[src/ppc_pkg.sv]
// Package: register map, field layout and decoding of the pin control block
package ppc_pkg;
    localparam int ADDR_W = 32;
    localparam int DATA_W = 32;
    localparam int STRB_W = 4;
    localparam int BYTE_W = 8;

    // Byte addresses of the registers
    localparam logic [ADDR_W-1:0] ADDR_DATA = 32'h9040_0100;
    localparam logic [ADDR_W-1:0] ADDR_HOST = 32'h9040_0104;
    localparam logic [ADDR_W-1:0] ADDR_DRIVE = 32'h9040_0108;
    localparam logic [ADDR_W-1:0] ADDR_READBACK = 32'h9040_010C;
    localparam logic [ADDR_W-1:0] ADDR_PORT_EN = 32'h9040_0114;
    localparam logic [ADDR_W-1:0] ADDR_SETUP_B = 32'h9040_0118;
    localparam logic [ADDR_W-1:0] ADDR_IRQ_EN = 32'h9040_011C;
    localparam logic [ADDR_W-1:0] ADDR_MODE = 32'h9040_0120;
    localparam logic [ADDR_W-1:0] ADDR_IRQ_STAT = 32'h9040_012C;

    // Line widths and field positions
    localparam int DLINE_W = 8;
    localparam int HOST_W = 4;
    localparam int HOST_STROBE = 0;
    localparam int HOST_SELECTIN = 1;
    localparam int STATUS_LSB = 3;
    localparam int STATUS_W = 5;
    localparam int PORT_EN_BIT = 0;
    localparam int SETUP_BIT = 0;
    localparam int IRQ_W = 6;
    localparam int IRQ_XFER = 0;
    localparam int IRQ_NEG = 1;
    localparam int IRQ_CHAN = 4;
    localparam int IRQ_PSEL = 5;
    localparam logic [IRQ_W-1:0] IRQ_IMPL = 6'h33;
    localparam int MODE_W = 7;
    localparam int MODE_NEG = 2;
    localparam int MODE_XFER = 4;
    localparam int MODE_SPP = 5;
    localparam int MODE_ECP = 6;
    localparam logic [MODE_W-1:0] MODE_MASK = 7'h74;

    // Reset values
    localparam logic [STATUS_W-1:0] DRIVE_RST = 5'h00;
    localparam logic [IRQ_W-1:0] IRQ_RST = 6'h00;
    localparam logic [MODE_W-1:0] MODE_RST = 7'h00;

    // AXI responses
    localparam logic [1:0] RESP_OKAY = 2'h0;
    localparam logic [1:0] RESP_SLVERR = 2'h2;

    typedef enum logic [3:0] {
        REG_NONE, REG_DATA, REG_HOST, REG_DRIVE, REG_READBACK,
        REG_PORT_EN, REG_SETUP_B, REG_IRQ_EN, REG_MODE, REG_IRQ_STAT
    } ppc_reg_e;

    function automatic ppc_reg_e ppc_decode(input logic [ADDR_W-1:0] a);
        case (a)
            ADDR_DATA: ppc_decode = REG_DATA;
            ADDR_HOST: ppc_decode = REG_HOST;
            ADDR_DRIVE: ppc_decode = REG_DRIVE;
            ADDR_READBACK: ppc_decode = REG_READBACK;
            ADDR_PORT_EN: ppc_decode = REG_PORT_EN;
            ADDR_SETUP_B: ppc_decode = REG_SETUP_B;
            ADDR_IRQ_EN: ppc_decode = REG_IRQ_EN;
            ADDR_MODE: ppc_decode = REG_MODE;
            ADDR_IRQ_STAT: ppc_decode = REG_IRQ_STAT;
            default: ppc_decode = REG_NONE;
        endcase
    endfunction : ppc_decode
endpackage : ppc_pkg

[src/ppc_edge_det.sv]
// Edge detector for the host control lines
`timescale 1ns/10ps
module ppc_edge_det
    import ppc_pkg::*;
#(
    parameter int W = HOST_W
) (
    // Clock and reset
    input logic clk,
    input logic rst_b,
    // Lines and edges
    input logic [W-1:0] level,
    output logic [W-1:0] rise,
    output logic [W-1:0] fall
);
    typedef struct packed {
        logic [W-1:0] prev;
        logic armed;
    } ppc_edge_s;

    ppc_edge_s st;
    ppc_edge_s next_st;

    always_comb begin
        next_st.prev = level;
        next_st.armed = 1'b1;
    end

    always_ff @(posedge clk or negedge rst_b) begin
        if (!rst_b) begin
            st <= '0;
        end else begin
            st <= next_st;
        end
    end

    // Nothing fires before the first sample after reset
    for (genvar i = 0; i < W; i++) begin : g_bit
        assign rise[i] = st.armed & level[i] & ~st.prev[i];
        assign fall[i] = st.armed & ~level[i] & st.prev[i];
    end
endmodule : ppc_edge_det

[src/ppc_irq_ctrl.sv]
// Sticky interrupt flags with read clear, write-one clear and enable
`timescale 1ns/10ps
module ppc_irq_ctrl
    import ppc_pkg::*;
(
    // Clock and reset
    input logic clk,
    input logic rst_b,
    // Events and control
    input logic [IRQ_W-1:0] set_evt,
    input logic [IRQ_W-1:0] enable,
    input logic rd_clr,
    input logic [IRQ_W-1:0] wr_clr,
    // Flags and request
    output logic [IRQ_W-1:0] status,
    output logic irq
);
    typedef struct packed {
        logic [IRQ_W-1:0] status;
        logic irq;
    } ppc_irq_s;

    ppc_irq_s st;
    ppc_irq_s next_st;
    logic [IRQ_W-1:0] clr;
    logic [IRQ_W-1:0] set;

    always_comb begin
        clr = rd_clr ? IRQ_IMPL : wr_clr;
        // Flags only latch while their enable is set
        set = set_evt & enable & IRQ_IMPL;
        // A set in the clearing cycle survives
        next_st.status = (st.status & ~clr) | set;
        next_st.irq = |(next_st.status & enable);
    end

    always_ff @(posedge clk or negedge rst_b) begin
        if (!rst_b) begin
            st <= '0;
        end else begin
            st <= next_st;
        end
    end

    assign status = st.status;
    assign irq = st.irq;
endmodule : ppc_irq_ctrl

[src/ppc_top.sv]
// Top: AXI4-Lite registers, status line drive and port events
//
// The AXI4-Lite slave port was chosen for this implementation.
`timescale 1ns/10ps
// Function
// - Data register returns live data lines
// - Host register returns live control lines
// - Drive register holds five status bits
// - Software drives lines only with modes off
// - Readback register returns actual status lines
// - Port enable low forces outputs high impedance
// - Enable bit five gates pin select
// - Enable bit four gates channel address
// - Selectin rise raises negotiation start outside ECP mode
// - Strobe fall raises transfer start outside ECP mode
// - Status read clears all flags except one set in the same cycle
// - Both auto enables give hardware control
module ppc_top
    import ppc_pkg::*;
(
    // Clock and reset
    input logic clk,
    input logic rst_b,
    // AXI4-Lite write channels
    input logic [ADDR_W-1:0] s_axi_awaddr,
    input logic s_axi_awvalid,
    output logic s_axi_awready,
    input logic [DATA_W-1:0] s_axi_wdata,
    input logic [STRB_W-1:0] s_axi_wstrb,
    input logic s_axi_wvalid,
    output logic s_axi_wready,
    output logic [1:0] s_axi_bresp,
    output logic s_axi_bvalid,
    input logic s_axi_bready,
    // AXI4-Lite read channels
    input logic [ADDR_W-1:0] s_axi_araddr,
    input logic s_axi_arvalid,
    output logic s_axi_arready,
    output logic [DATA_W-1:0] s_axi_rdata,
    output logic [1:0] s_axi_rresp,
    output logic s_axi_rvalid,
    input logic s_axi_rready,
    // Port lines from the cable
    input logic [DLINE_W-1:0] data_line_in,
    input logic [HOST_W-1:0] host_line_in,
    input logic [STATUS_W-1:0] stat_line_in,
    // Status lines to the cable
    output logic [STATUS_W-1:0] stat_line_out,
    output logic [STATUS_W-1:0] stat_line_oe,
    // Protocol engines
    input logic [STATUS_W-1:0] eng_stat_in,
    input logic chan_addr_evt,
    input logic pin_select_evt,
    output logic hw_auto_ctrl,
    // Interrupt
    output logic irq
);
    typedef struct packed {
        logic awready;
        logic wready;
        logic bvalid;
        logic [1:0] bresp;
        logic arready;
        logic rvalid;
        logic [1:0] rresp;
        logic [DATA_W-1:0] rdata;
        logic aw_got;
        logic w_got;
        logic [ADDR_W-1:0] awaddr;
        logic [BYTE_W-1:0] wdata;
        logic wstrb0;
        logic [STATUS_W-1:0] drive;
        logic port_en;
        logic setup_b;
        logic [IRQ_W-1:0] irq_en;
        logic [MODE_W-1:0] mode;
        logic [STATUS_W-1:0] readback;
        logic [STATUS_W-1:0] line_out;
        logic [STATUS_W-1:0] line_oe;
        logic hw_auto;
    } ppc_top_s;

    ppc_top_s st;
    ppc_top_s next_st;
    logic [HOST_W-1:0] host_rise;
    logic [HOST_W-1:0] host_fall;
    logic [IRQ_W-1:0] evt;
    logic [IRQ_W-1:0] irq_status;
    logic [IRQ_W-1:0] wr_clr;
    logic rd_clr;
    logic sw_owns;
    logic compat;
    logic ar_hs;
    logic do_write;
    ppc_reg_e rd_sel;
    ppc_reg_e wr_sel;

    ppc_edge_det #(
        .W(HOST_W)
    ) u_edge (
        .clk(clk),
        .rst_b(rst_b),
        .level(host_line_in),
        .rise(host_rise),
        .fall(host_fall)
    );

    ppc_irq_ctrl u_irq (
        .clk(clk),
        .rst_b(rst_b),
        .set_evt(evt),
        .enable(st.irq_en),
        .rd_clr(rd_clr),
        .wr_clr(wr_clr),
        .status(irq_status),
        .irq(irq)
    );

    always_comb begin
        rd_sel = ppc_decode(s_axi_araddr);
        wr_sel = ppc_decode(st.awaddr);
        ar_hs = s_axi_arvalid & st.arready;
        do_write = st.aw_got & st.w_got;
        // Line ownership goes to software only with every mode off
        sw_owns = (st.mode & MODE_MASK) == MODE_RST;
        compat = ~st.mode[MODE_ECP];
        evt = IRQ_RST;
        evt[IRQ_XFER] = compat & host_fall[HOST_STROBE];
        evt[IRQ_NEG] = compat & host_rise[HOST_SELECTIN];
        evt[IRQ_CHAN] = chan_addr_evt;
        evt[IRQ_PSEL] = pin_select_evt;
        rd_clr = ar_hs & (rd_sel == REG_IRQ_STAT);
        wr_clr = IRQ_RST;
        if (do_write && st.wstrb0 && wr_sel == REG_IRQ_STAT) begin
            wr_clr = st.wdata[IRQ_W-1:0];
        end

        next_st = st;
        // Write channels, taken in either order
        if (s_axi_awvalid && st.awready) begin
            next_st.aw_got = 1'b1;
            next_st.awaddr = s_axi_awaddr;
        end
        if (s_axi_wvalid && st.wready) begin
            next_st.w_got = 1'b1;
            next_st.wdata = s_axi_wdata[BYTE_W-1:0];
            next_st.wstrb0 = s_axi_wstrb[0];
        end
        if (do_write) begin
            next_st.aw_got = 1'b0;
            next_st.w_got = 1'b0;
            next_st.bvalid = 1'b1;
            next_st.bresp = RESP_OKAY;
            if (wr_sel == REG_NONE) begin
                next_st.bresp = RESP_SLVERR;
            end
            // Every field lives in byte lane 0
            if (st.wstrb0) begin
                case (wr_sel)
                    REG_DRIVE: begin
                        next_st.drive = st.wdata[STATUS_LSB +: STATUS_W];
                    end
                    REG_PORT_EN: begin
                        next_st.port_en = st.wdata[PORT_EN_BIT];
                    end
                    REG_SETUP_B: begin
                        next_st.setup_b = st.wdata[SETUP_BIT];
                    end
                    REG_IRQ_EN: begin
                        next_st.irq_en = st.wdata[IRQ_W-1:0] & IRQ_IMPL;
                    end
                    REG_MODE: begin
                        next_st.mode = st.wdata[MODE_W-1:0] & MODE_MASK;
                    end
                    default: begin
                        next_st.mode = st.mode;
                    end
                endcase
            end
        end
        if (st.bvalid && s_axi_bready) begin
            next_st.bvalid = 1'b0;
        end
        next_st.awready = ~next_st.aw_got & ~next_st.bvalid;
        next_st.wready = ~next_st.w_got & ~next_st.bvalid;

        // Read channel: data captured at the address handshake
        if (ar_hs) begin
            next_st.rvalid = 1'b1;
            next_st.rresp = RESP_OKAY;
            case (rd_sel)
                REG_DATA: next_st.rdata = DATA_W'(data_line_in);
                REG_HOST: next_st.rdata = DATA_W'(host_line_in);
                REG_DRIVE: next_st.rdata = DATA_W'(st.drive) << STATUS_LSB;
                REG_READBACK: begin
                    next_st.rdata = DATA_W'(st.readback) << STATUS_LSB;
                end
                REG_PORT_EN: next_st.rdata = DATA_W'(st.port_en);
                REG_SETUP_B: next_st.rdata = DATA_W'(st.setup_b);
                REG_IRQ_EN: next_st.rdata = DATA_W'(st.irq_en);
                REG_MODE: next_st.rdata = DATA_W'(st.mode);
                REG_IRQ_STAT: next_st.rdata = DATA_W'(irq_status);
                default: begin
                    next_st.rdata = '0;
                    next_st.rresp = RESP_SLVERR;
                end
            endcase
        end else if (st.rvalid && s_axi_rready) begin
            next_st.rvalid = 1'b0;
        end
        next_st.arready = ~next_st.rvalid;

        next_st.readback = stat_line_in;
        next_st.line_out = sw_owns ? st.drive : eng_stat_in;
        next_st.line_oe = {STATUS_W{st.port_en}};
        next_st.hw_auto = st.mode[MODE_XFER] & st.mode[MODE_NEG];
    end

    always_ff @(posedge clk or negedge rst_b) begin
        if (!rst_b) begin
            st <= '0;
        end else begin
            st <= next_st;
        end
    end

    assign s_axi_awready = st.awready;
    assign s_axi_wready = st.wready;
    assign s_axi_bvalid = st.bvalid;
    assign s_axi_bresp = st.bresp;
    assign s_axi_arready = st.arready;
    assign s_axi_rvalid = st.rvalid;
    assign s_axi_rresp = st.rresp;
    assign s_axi_rdata = st.rdata;
    assign stat_line_out = st.line_out;
    assign stat_line_oe = st.line_oe;
    assign hw_auto_ctrl = st.hw_auto;
endmodule : ppc_top

[config.mk]
export PLATFORM = sky130hd
export DESIGN_NAME = ppc_top
export DESIGN_NICKNAME = d
export VERILOG_FILES = /design/src/ppc_pkg.sv /design/src/ppc_edge_det.sv /design/src/ppc_irq_ctrl.sv /design/src/ppc_top.sv
export SDC_FILE = /design/constraint.sdc
export NUM_CORES = 1
export LEC_CHECK = 0
export ABC_AREA = 1
export BUFFER_PORTS_ARGS = -buffer_cell sky130_fd_sc_hd__buf_2
export CORE_MARGIN = 2
export CORE_UTILIZATION = 50
export CTS_BUF_LIST = sky130_fd_sc_hd__clkbuf_4 sky130_fd_sc_hd__clkbuf_8
export DETAILED_ROUTE_END_ITERATION = 7
export PLACE_DENSITY = 0.92
export SKIP_LAST_GASP = 1
export SLEW_MARGIN = 20
export SYNTH_ARGS = -nofsm -noshare
export SYNTH_HDL_FRONTEND = slang
export SYNTH_HIERARCHICAL = 1
export SYNTH_SLANG_ARGS = --single-unit
[constraint.sdc]
create_clock -name clk -period 2.4 [get_ports clk]
set_clock_uncertainty 0.05 [all_clocks]
set_input_delay 0.12 -clock clk [delete_from_list [all_inputs] [get_ports clk]]
set_output_delay 0.12 -clock clk [all_outputs]
set_load 0.02 [all_outputs]
==> metrics.txt <==
R2R setup slack=0.16 ns; Ports=184; Worst VDD drop=841.0 uV; Die Wd=104.3 microns; Sw Share=34.01%; outcome=finished clean; Clock Sinks=95; share of cells above drive strength 1=27.46%; Num CTS Buffers=9; Hold Crit Start=data_line_in[7]; cells after synthesis=610; critical path class=reg -> reg; sequential power share=47.8%; Slew headroom=63.55%; Req. time, crit path=2.60 ns; DR vias/cell=5.069; GPL Wtd Cong=0.9374; Root Driver=clkbuf_8; DRT iter0 DRCs=242; Routed WL per cell=14.19 microns; GRT overflow=0; Hold EP=s_axi_rdata[7]; combinational power share=27.4%; wirelength, routed=13.16 mm; Core Region=0.009774 sq mm; CTS H-tree lvls=3; end of the worst register-to-register path=u_irq/irq; I/O Buffers=130; f_max=0.4460 GHz; Die Area=0.01088 sq mm; number of global-route vias before repair=4668; synth-to-layout area growth=28.37%; die height=104.3 microns; CTS tree=built; clock slew seen by the registers of the worst setup and hold paths=0.11 ns; # DRC=0; mapped cell area=0.005032 sq mm; r2r startpoint=st[66]; Hold Path Stages=5; post-route setup TNS=0 ns; vias after detailed routing=4699; worst hold path class=in -> reg; row cnt=36; setup violators final=0; DP HPWL=8.341 mm; slowest stage delay, CP=0.39 ns; Total Routing Usage GR=25.31%; fin crit period=2.242 ns; Critical Path AT=2.44 ns; final net count=920; n_diodes=0; fillers=760; Psw=1.597 mW; Multi-input gate area=0.002125 sq mm; critical-path cell list=inv_1, nand2_1, nor2_1, nand3_1, nor2_4, nand3_1, nor2_2, nand4_4, nor2_1, nor2_1, nand2_1, nand2_2, nand2_1, nand2_1, nor2_1, nand2_1; CP dominant cell by count=nand2_1; largest net degree at the start of global routing=54; Seq. cell area=0.002377 sq mm; starting density of the core=51.48%; Slew Viols, Final=0; Crit-path slowest cell=dfrtp_1; clk_lat worst skew=0.37 ns; syn avg cell area=8.250 sq um; measured slew at the worst slew-check pin=0.5454 ns; Setup crit start kind=flop; CTS max path bufs=2; number of max-cap violations=0; antenna violations before repair=0; Clk pwr share=24.8%; drt first pass iters=4; first-pass GRT wire length=22.04 mm; Final Non-Filler Cells=927; crit path max fanout=7; P_leak=3.337 nW; R2R depth=16; PwrDens=726.8 mW/mm^2; Post-DRT Antenna Nets=0; Final Hold Violating Endpoints=0; final period utilization=93.42%; crit end category=flop; placed insts=848; Internal=3.098 mW; Ys Warns=6
-- worst max-delay path, delay by kind of cell, from the launching register on --
kind,cells,cell delay [ns]
simple gates,15,1.61
flops,1,0.39
buf+inv,1,0.09
-- layout make-up --
cell class	count	share of cell area (%)
clock buffers	9	1.917
inverters	62	3.641
multi-input cells	422	32.89
repair buffers	199	20.70
clock inverters	7	1.472
flip-flops and latches	95	36.80
well taps	133	2.576
-- routing by layer --
metal  vias to the layer above  global-route usage [%]  wire, microns
li1                       2235                       -              -
met1                      2203                   28.06           4898
met2                       221                   45.24           6787
met3                        40                   6.391           1008
met4                         0                   11.87            463
met5                         -                       0              0
-- worst max-delay path by stage --
stage                    start   endpoint  slack (ns)  cells after the start
3_5_place_dp            st[58]  u_irq/irq        0.19                     17
6_report                st[66]  u_irq/irq        0.16                     16
2_1_floorplan           st[60]  u_irq/irq        0.51                     17
4_1_cts                 st[58]  u_irq/irq        0.14                     17
3_3_place_gp   s_axi_araddr[0]  u_irq/irq        0.22                     17
5_1_grt                 st[53]  u_irq/irq      -0.006                     18
-- through the flow --
step                utilization, %  power [mW]  setup slack (ns)  area [sq um]  hold slack, ns
finish                       66.09       4.695            0.1580          6460         0.01384
global route                 66.09       4.965         -0.006403          6460         0.03424
CTS                          65.64       4.615            0.1369          6416        0.003943
detailed placement           57.26       3.369            0.1865          5597         0.09609
global placement             57.26       3.286            0.2208          5597         0.09645
floorplan                        -       3.040            0.5145          5134         -0.2256
-- state kept, by name (all words and copies together), names as in the netlist --
signal	count
stat_line_oe	1
s_axi_bresp	1
s_axi_rresp	1
u_edge/st	3
s_axi_awready	1
hw_auto_ctrl	1
u_irq/status	6
next_st	1
s_axi_rdata	8
stat_line_out	5
u_irq/irq	1
s_axi_rvalid	1
s_axi_bvalid	1
s_axi_arready	1
st	62
s_axi_wready	1
-- power by group through the flow --
stage	Combinational (mW)	Clock, mW	Sequential (mW)
5_1_grt	1.44	1.25	2.28
3_3_place_gp	1.08	0	2.21
6_report	1.28	1.16	2.25
4_1_cts	1.22	1.19	2.21
2_1_floorplan	0.825	0	2.21
3_5_place_dp	1.13	0	2.23
-- cells in the final DEF, fill, tap and decap left out, types with 2 or more instances in the layout --
cell type,n
mux2_2,26
nor2_4,5
nand3b_1,3
conb_1,29
a21oi_2,2
nand2_1,128
and3_1,2
o21ai_0,22
inv_1,56
bufinv_16,2
inv_2,4
dlygate4sd3_1,60
dfrtp_1,95
nor2_1,86
a21boi_2,2
nor2_2,9
nand3_2,2
buf_4,8
clkinv_2,2
clkbuf_8,9
nand2_2,7
buf_2,129
nor3_1,4
nand4_1,11
a21oi_1,33
nand3_1,42
nor3_2,3
-- what timing repair did --
item | in CTS | in global routing
endpoints found under the hold margin | 102 | 0
hold buffers | 60 | 0
setup buffers | 0 | 3
setup endpoints to repair | 0 | 1
resized for setup | 0 | 7
(Power assumes the default switching activity.)
